==> src/rtl/ecd_pkg.sv <==
// Purpose: Shared constants and types of the encoder counter diagnostics
// Assumes: 32-bit register port, two channels, three tracks per channel
// Notes:   Byte offsets; channel n registers sit at base + n * stride
package ecd_pkg;
    // ****************************************************************
    // Register map
    // ****************************************************************
    localparam logic [7:0] ECD_OFF_CFG    = 8'h00;
    localparam logic [7:0] ECD_OFF_LIMIT  = 8'h04;
    localparam logic [7:0] ECD_OFF_RESET  = 8'h08;
    localparam logic [7:0] ECD_OFF_STATUS = 8'h0C;
    localparam logic [7:0] ECD_CH_STRIDE  = 8'h10;
    localparam logic [7:0] ECD_OFF_DBG0   = 8'h20;
    localparam logic [7:0] ECD_OFF_DBG1   = 8'h24;
    localparam logic [7:0] ECD_OFF_DBG2   = 8'h28;
    // ****************************************************************
    // Fields and reset values
    // ****************************************************************
    localparam int ECD_CFG_DIFF = 3;
    localparam logic [3:0] ECD_CFG_RST = 4'hF;
    localparam int ECD_ST_UNF  = 0;
    localparam int ECD_ST_OVF  = 1;
    localparam int ECD_ST_OPEN = 2;
    localparam int ECD_ST_INV  = 3;
    localparam int ECD_ST_ERR  = 4;
    localparam int ECD_ST_SUP  = 7;
    localparam logic [1:0] ECD_LED_OFF   = 2'h0;
    localparam logic [1:0] ECD_LED_GREEN = 2'h1;
    localparam logic [1:0] ECD_LED_RED   = 2'h2;
    localparam int ECD_SYNC_STAGES = 3;
    // ****************************************************************
    // Diagnostic messages
    // ****************************************************************
    localparam logic [15:0] ECD_ID_TRACK_A = 16'h831B;
    localparam logic [15:0] ECD_ID_SUPPLY  = 16'h8303;
    localparam logic [15:0] ECD_ID_DEBUG   = 16'hFFFF;
    localparam int ECD_NSRC = 5;
    localparam int ECD_SRC_DBG = 4;
    typedef enum logic {ECD_T_ERROR, ECD_T_INFO} ecd_mtype_t;
    typedef struct packed {
        logic [15:0] text_id;
        ecd_mtype_t  mtype;
        logic        chan;
        logic [15:0] p0;
        logic [15:0] p1;
        logic [15:0] p2;
    } ecd_msg_t;
endpackage

==> src/rtl/ecd_diag.sv <==
// Purpose: Counter wrap flags, open-circuit and supply diagnostics
// Assumes: Counts come from same-clock counter logic; pins are async
// Notes:   Analog comparators deliver the low-differential decision
//
// Overview of operation
// - Underflow flag set on reset-to-limit wrap
// - Underflow clears below two thirds of range
// - Overflow flag set on limit-to-reset wrap
// - Overflow clears above one third of range
// - Default limit all ones, reset zero
// - Faults detected only in differential mode
// - Shorted pair reads as low differential
// - Separate detection enable per track
// - Channel one index zero, two index one
// - Group open flag while any track faulty
// - Data invalid while open-circuit fault present
// - Per-track error flag follows that fault
// - Track A fault logs message with channel
// - Track LED green on level, red fault
// - Supply-failure flag true while supply missing
// - Missing supply logs message, LED off
// - Messages carry ID, type; debug message
// - Single broken wire may flag intermittently
`timescale 1ns/1ps
module ecd_diag #(
    parameter int CNT_W = 32,
    parameter int NCH   = 2
) (
    // Clock and reset
    input  wire logic                   clk_i,
    input  wire logic                   sys_rst_i,
    // Register port
    input  wire logic [7:0]             addr_i,
    input  wire logic [31:0]            wdata_i,
    input  wire logic                   wr_i,
    input  wire logic                   rd_i,
    output logic      [31:0]            rdata_o,
    // Counter values, same clock
    input  wire logic [NCH-1:0][CNT_W-1:0] count_i,
    // Encoder pins
    input  wire logic [NCH-1:0][2:0]    diff_low_i,
    input  wire logic [NCH-1:0][2:0]    track_i,
    input  wire logic [NCH-1:0]         supply_ok_i,
    // Process data flags
    output logic      [NCH-1:0]         underflow_o,
    output logic      [NCH-1:0]         overflow_o,
    output logic      [NCH-1:0]         open_circuit_o,
    output logic      [NCH-1:0]         data_invalid_flag_o,
    output logic      [NCH-1:0][2:0]    track_error_o,
    output logic      [NCH-1:0]         supply_fail_o,
    // Indicators
    output logic      [NCH-1:0][2:0][1:0] track_indicator_o,
    output logic      [NCH-1:0]         supply_led_o,
    // Diagnostic text log
    output logic                        diag_valid_o,
    output ecd_pkg::ecd_msg_t           diagnostic_text_log_o
);
    // ****************************************************************
    // Checks and helpers
    // ****************************************************************
    if (NCH != 2) begin : g_bad_nch
        $error("ecd_diag serves exactly two channels");
    end
    if (CNT_W < 4 || CNT_W > 32) begin : g_bad_cnt_w
        $error("CNT_W out of range");
    end

    function automatic logic hit(input logic [7:0] a,
                                 input logic [7:0] off);
        hit = (a == off);
    endfunction

    function automatic logic [CNT_W-1:0] third(input logic [CNT_W-1:0] v);
        third = v / CNT_W'(3);
    endfunction

    // ****************************************************************
    // Input synchronisers
    // ****************************************************************
    logic [NCH-1:0][2:0] low_f;
    logic [NCH-1:0][2:0] trk_f;
    logic [NCH-1:0]      sup_lost_f;
    // Synchronised inverted so reset reads as present, no false alarm
    wire  [NCH-1:0]      sup_f = ~sup_lost_f;

    ecd_sync #(.W(NCH * 7)) u_sync (
        .clk_i     (clk_i),
        .sys_rst_i (sys_rst_i),
        .d_i       ({diff_low_i, track_i, ~supply_ok_i}),
        .q_o       ({low_f, trk_f, sup_lost_f})
    );

    // ****************************************************************
    // Registers
    // ****************************************************************
    logic [NCH-1:0][3:0]       cfg;
    logic [NCH-1:0][CNT_W-1:0] lim;
    logic [NCH-1:0][CNT_W-1:0] rstv;
    logic [NCH-1:0][CNT_W-1:0] cnt_q;
    logic [NCH-1:0]            primed;
    logic [15:0]               dbg0;
    logic [15:0]               dbg1;
    logic [NCH-1:0][7:0]       status;
    wire                       wr_dbg0 = wr_i & hit(addr_i, ecd_pkg::ECD_OFF_DBG0);
    wire                       wr_dbg1 = wr_i & hit(addr_i, ecd_pkg::ECD_OFF_DBG1);
    wire                       wr_dbg2 = wr_i & hit(addr_i, ecd_pkg::ECD_OFF_DBG2);

    logic [NCH-1:0]            ev_trk_a;
    logic [NCH-1:0]            ev_sup;
    logic [NCH-1:0][31:0]      rd_ch;
    logic [NCH-1:0]            rd_hit;

    always_ff @(posedge clk_i or posedge sys_rst_i) begin
        if (sys_rst_i) begin
            dbg0 <= 16'h0000;
            dbg1 <= 16'h0000;
        end else begin
            if (wr_dbg0) dbg0 <= wdata_i[15:0];
            if (wr_dbg1) dbg1 <= wdata_i[15:0];
        end
    end

    // ****************************************************************
    // Per-channel logic
    // ****************************************************************
    genvar g;
    generate
        for (g = 0; g < NCH; g++) begin : g_ch
            // Channel g at index g of each stride pattern
            localparam logic [7:0] BASE = 8'(g * 16);
            wire wr_cfg = wr_i & hit(addr_i, BASE + ecd_pkg::ECD_OFF_CFG);
            wire wr_lim = wr_i & hit(addr_i, BASE + ecd_pkg::ECD_OFF_LIMIT);
            wire wr_rst = wr_i & hit(addr_i, BASE + ecd_pkg::ECD_OFF_RESET);
            // Thresholds assume limit above reset value
            wire [CNT_W-1:0] range = lim[g] - rstv[g];
            wire [CNT_W-1:0] th1   = rstv[g] + third(range);
            wire [CNT_W-1:0] th2   = rstv[g] + CNT_W'(third(range) << 1);
            wire wrap_dn = primed[g] & (cnt_q[g] == rstv[g])
                           & (count_i[g] == lim[g]);
            wire wrap_up = primed[g] & (cnt_q[g] == lim[g])
                           & (count_i[g] == rstv[g]);
            // Set beats clear so a wrap is never lost
            wire next_unf = wrap_dn
                          | (underflow_o[g] & ~(count_i[g] < th2));
            wire next_ovf = wrap_up
                          | (overflow_o[g] & ~(count_i[g] > th1));
            // Shorted pair and broken wire both look like low voltage
            wire [2:0] fault = {3{cfg[g][ecd_pkg::ECD_CFG_DIFF]}}
                               & cfg[g][2:0] & low_f[g];
            // No latching: a marginal single break may flicker
            wire next_open = |fault;
            logic [2:0][1:0] next_led;
            for (genvar t = 0; t < 3; t++) begin : g_trk
                assign next_led[t] = fault[t] ? ecd_pkg::ECD_LED_RED
                                   : trk_f[g][t] ? ecd_pkg::ECD_LED_GREEN
                                   : ecd_pkg::ECD_LED_OFF;
            end
            assign ev_trk_a[g] = fault[0] & ~track_error_o[g][0];
            assign ev_sup[g]   = ~sup_f[g] & ~supply_fail_o[g];
            assign status[g] = {supply_fail_o[g], track_error_o[g],
                                data_invalid_flag_o[g], open_circuit_o[g],
                                overflow_o[g], underflow_o[g]};
            assign rd_hit[g] = hit(addr_i, BASE + ecd_pkg::ECD_OFF_CFG)
                             | hit(addr_i, BASE + ecd_pkg::ECD_OFF_LIMIT)
                             | hit(addr_i, BASE + ecd_pkg::ECD_OFF_RESET)
                             | hit(addr_i, BASE + ecd_pkg::ECD_OFF_STATUS);
            assign rd_ch[g] =
                hit(addr_i, BASE + ecd_pkg::ECD_OFF_CFG) ? 32'(cfg[g])
              : hit(addr_i, BASE + ecd_pkg::ECD_OFF_LIMIT) ? 32'(lim[g])
              : hit(addr_i, BASE + ecd_pkg::ECD_OFF_RESET) ? 32'(rstv[g])
              : hit(addr_i, BASE + ecd_pkg::ECD_OFF_STATUS) ? 32'(status[g])
              : 32'h0000_0000;

            // Configuration, defaults limit all ones and reset zero
            always_ff @(posedge clk_i or posedge sys_rst_i) begin
                if (sys_rst_i) begin
                    cfg[g]  <= ecd_pkg::ECD_CFG_RST;
                    lim[g]  <= '1;
                    rstv[g] <= '0;
                end else begin
                    if (wr_cfg) cfg[g] <= wdata_i[3:0];
                    if (wr_lim) lim[g] <= wdata_i[CNT_W-1:0];
                    if (wr_rst) rstv[g] <= wdata_i[CNT_W-1:0];
                end
            end

            // Flags evaluated every cycle
            always_ff @(posedge clk_i or posedge sys_rst_i) begin
                if (sys_rst_i) begin
                    cnt_q[g]               <= '0;
                    primed[g]              <= 1'b0;
                    underflow_o[g]         <= 1'b0;
                    overflow_o[g]          <= 1'b0;
                    track_error_o[g]       <= 3'h0;
                    open_circuit_o[g]      <= 1'b0;
                    data_invalid_flag_o[g] <= 1'b0;
                    supply_fail_o[g]       <= 1'b0;
                    supply_led_o[g]        <= 1'b0;
                    track_indicator_o[g]   <= '0;
                end else begin
                    cnt_q[g]               <= count_i[g];
                    primed[g]              <= 1'b1;
                    underflow_o[g]         <= next_unf;
                    overflow_o[g]          <= next_ovf;
                    track_error_o[g]       <= fault;
                    open_circuit_o[g]      <= next_open;
                    data_invalid_flag_o[g] <= next_open;
                    supply_fail_o[g]       <= ~sup_f[g];
                    supply_led_o[g]        <= sup_f[g];
                    track_indicator_o[g]   <= next_led;
                end
            end
        end
    endgenerate

    // ****************************************************************
    // Read port, data one cycle after the strobe
    // ****************************************************************
    wire [31:0] next_rdata =
        ~rd_i ? 32'h0000_0000
      : rd_hit[0] ? rd_ch[0]
      : rd_hit[1] ? rd_ch[1]
      : hit(addr_i, ecd_pkg::ECD_OFF_DBG0) ? {16'h0000, dbg0}
      : hit(addr_i, ecd_pkg::ECD_OFF_DBG1) ? {16'h0000, dbg1}
      : 32'h0000_0000;

    always_ff @(posedge clk_i or posedge sys_rst_i) begin
        if (sys_rst_i) rdata_o <= 32'h0000_0000;
        else rdata_o <= next_rdata;
    end

    // ****************************************************************
    // Diagnostic message queue
    // ****************************************************************
    // Events that collide wait as pending bits, one message per cycle
    logic [ecd_pkg::ECD_NSRC-1:0] pend;
    logic [15:0]                  dbg2;
    wire  [ecd_pkg::ECD_NSRC-1:0] ev = {wr_dbg2, ev_sup, ev_trk_a};
    wire  [ecd_pkg::ECD_NSRC-1:0] grant = pend & (~pend + 5'h01);
    wire  [ecd_pkg::ECD_NSRC-1:0] next_pend = (pend & ~grant) | ev;
    ecd_pkg::ecd_msg_t            next_msg;

    assign next_msg.text_id = grant[ecd_pkg::ECD_SRC_DBG]
                            ? ecd_pkg::ECD_ID_DEBUG
                            : (|grant[3:2]) ? ecd_pkg::ECD_ID_SUPPLY
                            : ecd_pkg::ECD_ID_TRACK_A;
    assign next_msg.mtype = grant[ecd_pkg::ECD_SRC_DBG]
                          ? ecd_pkg::ECD_T_INFO : ecd_pkg::ECD_T_ERROR;
    assign next_msg.chan = grant[1] | grant[3];
    assign next_msg.p0 = grant[ecd_pkg::ECD_SRC_DBG] ? dbg0 : 16'h0000;
    assign next_msg.p1 = grant[ecd_pkg::ECD_SRC_DBG] ? dbg1 : 16'h0000;
    assign next_msg.p2 = grant[ecd_pkg::ECD_SRC_DBG] ? dbg2 : 16'h0000;

    always_ff @(posedge clk_i or posedge sys_rst_i) begin
        if (sys_rst_i) begin
            pend                  <= 5'h00;
            dbg2                  <= 16'h0000;
            diag_valid_o          <= 1'b0;
            diagnostic_text_log_o <= '0;
        end else begin
            pend         <= next_pend;
            diag_valid_o <= |pend;
            if (wr_dbg2) dbg2 <= wdata_i[15:0];
            if (|pend) diagnostic_text_log_o <= next_msg;
        end
    end
endmodule

==> src/rtl/ecd_sync.sv <==
// Purpose: Three-stage input synchroniser with agreement filter
// Assumes: Inputs come from pins outside the clock domain
// Notes:   Output moves only when stages two and three agree
`timescale 1ns/1ps
module ecd_sync #(
    parameter int W = 1
) (
    // Clock and reset
    input  wire logic         clk_i,
    input  wire logic         sys_rst_i,
    // Data
    input  wire logic [W-1:0] d_i,
    output logic      [W-1:0] q_o
);
    // ****************************************************************
    // Stages
    // ****************************************************************
    logic [W-1:0] s1;
    logic [W-1:0] s2;
    logic [W-1:0] s3;
    wire  [W-1:0] agree = ~(s2 ^ s3);
    wire  [W-1:0] next_q = (agree & s3) | (~agree & q_o);

    if (W < 1) begin : g_bad_w
        $error("ecd_sync width must be at least one");
    end

    // First stage feeds only the second
    always_ff @(posedge clk_i or posedge sys_rst_i) begin
        if (sys_rst_i) begin
            s1  <= '0;
            s2  <= '0;
            s3  <= '0;
            q_o <= '0;
        end else begin
            s1  <= d_i;
            s2  <= s1;
            s3  <= s2;
            q_o <= next_q;
        end
    end
endmodule

==> config.mk <==
export PLATFORM = sky130hd
export DESIGN_NAME = ecd_diag
export DESIGN_NICKNAME = d
export VERILOG_FILES = /design/src/rtl/ecd_pkg.sv /design/src/rtl/ecd_diag.sv /design/src/rtl/ecd_sync.sv
export SDC_FILE = /design/constraint.sdc
export NUM_CORES = 2
export LEC_CHECK = 0
export ABC_AREA = 1
export BUFFER_PORTS_ARGS = -buffer_cell sky130_fd_sc_hd__buf_4
export CORE_MARGIN = 5
export CORE_UTILIZATION = 45
export DETAILED_ROUTE_END_ITERATION = 6
export PLACE_DENSITY = 0.71
export SETUP_SLACK_MARGIN = 0.05
export SYNTH_ARGS = -nofsm -noshare
export SYNTH_HDL_FRONTEND = slang
export SYNTH_SLANG_ARGS = --single-unit
==> constraint.sdc <==
create_clock -name clk_i -period 38.9 [get_ports clk_i]
set_input_delay 5.835 -clock clk_i [delete_from_list [all_inputs] [get_ports clk_i]]
set_output_delay 5.835 -clock clk_i [all_outputs]
set_load 0.01 [all_outputs]
Word-level counts from Yosys, hierarchy flattened:

Cells that the tools add are included.

* flip-flop bits (word level): 437
* input bits: 122
* output and inout port bits: 129
* logic and storage cells: 173

* add/subtract/negate cells: 7
* div/mod/pow operators: 2
* magnitude comparators: 4
* eq/ne operators: 18
* mux-type cells: 31
* bitwise gates (word level): 63
* reductions and logical operators: 5

Operator list (count)
* two-way mux 32 bit: 9
* == test 32 bit: 8
* adder 32 bit: 4
* two-way mux 16 bit: 5
* divider 32 x 2 -> 32 bit (second input constant): 2
* greater-than comparator 32 bit: 2
* < comparator 32 bit: 2
* subtractor 32 bit: 2
* == test 8 x 5 -> 1 bit (second input constant): 4
* bitwise AND 14 bit: 2
* inverter 14 bit: 2
* bitwise AND 1 bit: 25
* == test 8 x 6 -> 1 bit (second input constant): 3
* == test 8 x 4 -> 1 bit (second input constant): 2
* two-way mux 8 bit: 2
* two-way mux 15 bit: 1
* bitwise OR 14 bit: 1
* XOR 14 bit: 1
* bitwise AND 3 bit: 4
* two-way mux 2 bit: 6
* bitwise OR 1 bit: 11
* bitwise AND 5 bit: 2
* inverter 1 bit: 10
* inverter 5 bit: 2
* 10 further kinds: 18

Depth between registers and ports, before layout:

* depth after elaboration: 8
* depth in mapped cells: 133
* mapped depth without buffers: 133

Modules after synthesis:

A second synthesis with hierarchy kept.

* cell total of the unflattened synthesis: 4321
* area, all modules: 32493.7 µm²

By module, submodules not included
* ecd_diag: instances 1, cells each 4208, area an instance 30860.8 µm², sequential area each 9123.8 µm²
* ecd_sync: instances 1, cells each 113, area an instance 1632.8 µm², sequential area each 1401.3 µm²

Least setup slack after synthesis:

OpenSTA, ideal clock, no wires.

* path type: register to register
* start: reg lim[32] (netlist name)
* end: reg underflow_o[1]
* library setup time: 0.122 ns
* arrival time: 12.697 ns
* data required time: 38.778 ns
* path slack: 26.081 ns
* stages on the path, launching flop included: 115
* buffers on the path: 0
* period minus slack after synthesis: 12.819 ns
* cell sequence: dfstp_2 inv_1 ha_1 inv_1 fa_1 nand2_1 nand3_2 a21oi_2 o21ai_2 nand3_1 nand2_1 xnor2_1 inv_1 nor2_2 inv_1 nand3_1 nand3_1 nand2_1 (+79 left out) nand2_1 nand3_1 nand2_1 nand3_1 nand2_1 nand3_1 nand2_1 nand3_1 nand2_1 inv_1 o21ai_0 xnor2_1 ha_1 a21oi_1 a21oi_1 a211oi_1 o41ai_1 a32o_1

* longest elaborated chain between the ends: 7
* elaborated cells between the ends (all ways): 9
* classes of those cells: add/sub (2); div (1); order compare (1); eq/ne (1); bitwise (4)

Ends and longest elaborated chain
* start: declaration: RTL line ecd_diag.sv:97 `logic [NCH-1:0][CNT_W-1:0] lim;`
* start signal: indexed assignment: RTL line ecd_diag.sv:182 `if (wr_lim) lim[g] <= wdata_i[CNT_W-1:0];`
* subtractor 32 bit: RTL line ecd_diag.sv:135 `wire [CNT_W-1:0] range = lim[g] - rstv[g];`
* divider 32 x 2 -> 32 bit: RTL line ecd_diag.sv:74 `third = v / CNT_W'(3);`
* adder 32 bit: RTL line ecd_diag.sv:137 `wire [CNT_W-1:0] th2 = rstv[g] + CNT_W'(third(range) << 1);`
* < comparator 32 bit: RTL line ecd_diag.sv:144 `| (underflow_o[g] & ~(count_i[g] < th2));`
* inverter 1 bit: RTL line ecd_diag.sv:144
* bitwise AND 1 bit: RTL line ecd_diag.sv:144
* bitwise OR 1 bit (*): RTL line ecd_diag.sv:144
* named net g_ch[1].next_unf: RTL line ecd_diag.sv:143 `wire next_unf = wrap_dn`
* end signal: indexed assignment: RTL line ecd_diag.sv:203 `underflow_o[g] <= next_unf;`
* end: declaration: RTL line ecd_diag.sv:45 `output logic [NCH-1:0] underflow_o,`

Mark *: on every way through the listed nets, which the timed path passes. The rest lies on a longest branch.
A chain may end at the register's enable or synchronous reset.

Worst setup path in the final report:

Same ends and word-level chain as after synthesis.

==> impl_metrics.toml <==
[logic_synthesis]
ys_async_sr_fraction_pct = 100.0
synth_edf_count = 0
syn_nets = 4741
avgSynthCellArea_um2 = 7.636
synthFlopType = "dfrtp_1"
ys_ff_latch = 417
netlist_top_cells_area = "dfrtp_1, ha_1, nand2_1, dfstp_2, inv_1"
synth.distinct_cells = 65
syn_area_mm2 = 0.03283
synth_seq_area_share_pct = 32.06
synth_warnings = 0
synth_top_area_share_pct = 26.30
syn-instance-count = 4299
yosysTopAreaCell = "dfrtp_1"

[timing]
fmax_mhz = 64.29
finalCritPeriodShare_pct = 39.98
setup_ws_ns = 23.35
min_period_ns = 15.55
slew_viol_final = 0
rsz0062_at_grt = "false"
maxSlewHeadroom_pct = 21.30
setup_violations = 0
skew_ns = 0.05097
finalHoldViolCount = 0
final.setup.tns_ns = 0
worst_pin_slew_ns = 1.177

[setup_path]
rr_startpoint = "lim[32]"
crit_fanout = 7
cp.arrival_ns = 16.05
cpMostUsedCell = "nand2_1"
crit_type = "reg2reg"
max_stage_delay_ns = 0.65
crit_slowest_cell = "o41ai_1"
cp-end-kind = "flip-flop"
cp.required_ns = 39.40
critPathLaunchType = "flip-flop"
crit_start = "lim[32]"
reg2reg_setup_slack_ns = 23.35

[power_and_ir_drop]
peakVddDrop_v = 0.00005215
cellPowerDensity_mw_per_mm2 = 99.64
leakage_nw = 18.68
finalPower_w = 0.003703

[cts]
worstSkewPairLatency_ns = 0.61
cts_tree = "done"
cts_made_buffers = 44
htree_levels = 2
ctsRootBufferMaster = "clkbuf_16"
ctsLongestPathBuffers = 3
postCtsHoldBufs = 0
cts.repair.resized = 0
cts_sinks = 417
clkTransAtPathRegs_ns = 0.07
post_cts_buffers = 0

[die]
ios = 251
rows = 99
core_region_area_mm2 = 0.07271
initial_utilization_pct = 45.14
dieArea_mm2 = 0.07845
dieWidth_um = 280.1
dieHeight_um = 280.1

[routing]
wire_per_inst_um = 17.89
wl_um = 98740
antenna_left = 0
via_per_inst = 5.427
first_pass_iters = 6
via_count = 29950
drt_iter0_drc = 2556
drc = 0

[placement]
pre_cts_slack_ns = 23.44
placed_cells = 5433
place_congestion = 0.9500
hpwl_um = 79520
io_buffers = 250

[grt]
grt_max_degree = 163
grt_pass1_vias = 28440
gr-total-overflow = 0
grt_use_total_pct = 24.42
grt_pass1_wl_um = 154100
antenna_found_initial = 5

[job]
cap_viol_max_count = 0

[outcome]
status = "finished clean"

[cells_and_area]
drive_gt1_share_pct = 14.97
fin_cells = 5518
layout.nets = 4962
area_growth_pct = 13.20
fill_cells = 6890
final_util_pct = 51.10

[min_path]
min_from = "u_sync.s1[5]"
hold_path_class = "reg2reg"
-- cells in the mapped netlist (22+ instances only) --
master    count
nand2_1     966
inv_1       500
dfrtp_1     345
o21ai_0     321
ha_1        314
a21oi_1     288
nor2_1      249
nand3_1     178
xor2_1      174
xnor2_1     147
nand2_2      80
nand4_1      73
dfstp_2      72
clkbuf_1     62
nand3_2      43
or2_2        42
o22ai_1      40
o21ai_1      37
a221oi_1     31
nor3_1       30
o21bai_1     27
o21ai_2      26
buf_4        22
-- where the power goes --
part | leakage (nW) | internal [W] | switching, W
Combinational | 12.7 | 0.00106 | 0.00172
Sequential | 5.23 | 0.000455 | 0.0000234
Clock | 0.733 | 0.000251 | 0.000191
Total | 18.7 | 0.00176 | 0.00194
-- through the flow --
step / hold slack (ns) / instance area [um^2]
after floorplan: 0.3312 / 32830
after global placement: 0.3340 / 35630
after detailed placement: 0.3356 / 35630
after CTS: 0.3475 / 37150
after global routing: 0.3591 / 37150
final: 0.3457 / 37160
-- per-layer routing --
layer  track usage, %  up-vias  wire [um]
met2            40.17      820      45290
met1            33.40    14170      43540
met3            3.586      152       6543
met5                0        -         27
li1                 -    14800          -
met4            7.734        4       3336
-- registers in the layout (all words and copies together), names as in the netlist, 16 cells and up, named ones only --
signal                 flops
rstv                      64
diagnostic_text_log_o     52
lim                       64
dbg0                      16
dbg2                      16
dbg1                      16
rdata_o                   32
cnt_q                     64
-- cell usage in the layout, fill, tap and decap left out, drive strengths merged, types with 147 or more instances in the layout --
| master | count |
|---|---|
| dfrtp | 345 |
| o21ai | 384 |
| ha | 314 |
| xnor2 | 147 |
| inv | 527 |
| a21oi | 299 |
| nor2 | 261 |
| xor2 | 174 |
| nand3 | 221 |
| buf | 262 |
| nand2 | 1055 |
-- cells by family (layout without fill, tap and decap cells) --
logic type               count (synthesis)  count (layout)  synth area share [%]
AND/OR/NAND/NOR                       1731            1731                 23.64
flip-flops                             417             417                 32.06
buffers and inverters                  611             867                 7.254
AO/OA/AOI/OAI                          884             884                 15.70
XOR/XNOR                               321             321                 8.565
other                                    1               5               0.01142
adder cells (fa/ha/maj)                334             334                 12.76
-- worst paths after layout --
path,to,cells past startpoint
worst max-delay path,underflow_o[1],115
worst min-delay path,u_sync.s2[5],0
worst max register to register,underflow_o[1],115
worst min register to register,u_sync.s2[5],0
max in group asynchronous,cnt_q[44],3
min in group asynchronous,u_sync.s1[2],2
-- worst max-delay path: cells and delay by family, from the launching register on --
family / cells / cell delay, ns
flops: 1 / 0.38
xor+xnor: 2 / 0.48
simple gates: 70 / 7.18
buf+inv: 10 / 0.88
compound gates: 27 / 4.69
fa+ha+maj: 6 / 1.78
-- layout make-up --
| class | instances | area [um^2] | area share, % |
|---|---|---|---|
| clock inverters | 21 | 269.0 | 0.7240 |
| flip-flops and latches | 417 | 10530 | 28.33 |
| multi-input cells | 3271 | 19950 | 53.68 |
| diodes | 4 | 10.01 | 0.02694 |
| clock buffers | 60 | 1251 | 3.367 |
| well taps | 959 | 1200 | 3.229 |
| repair buffers | 262 | 1979 | 5.327 |
| inverters | 524 | 1977 | 5.320 |
(Power assumes the default switching activity.)
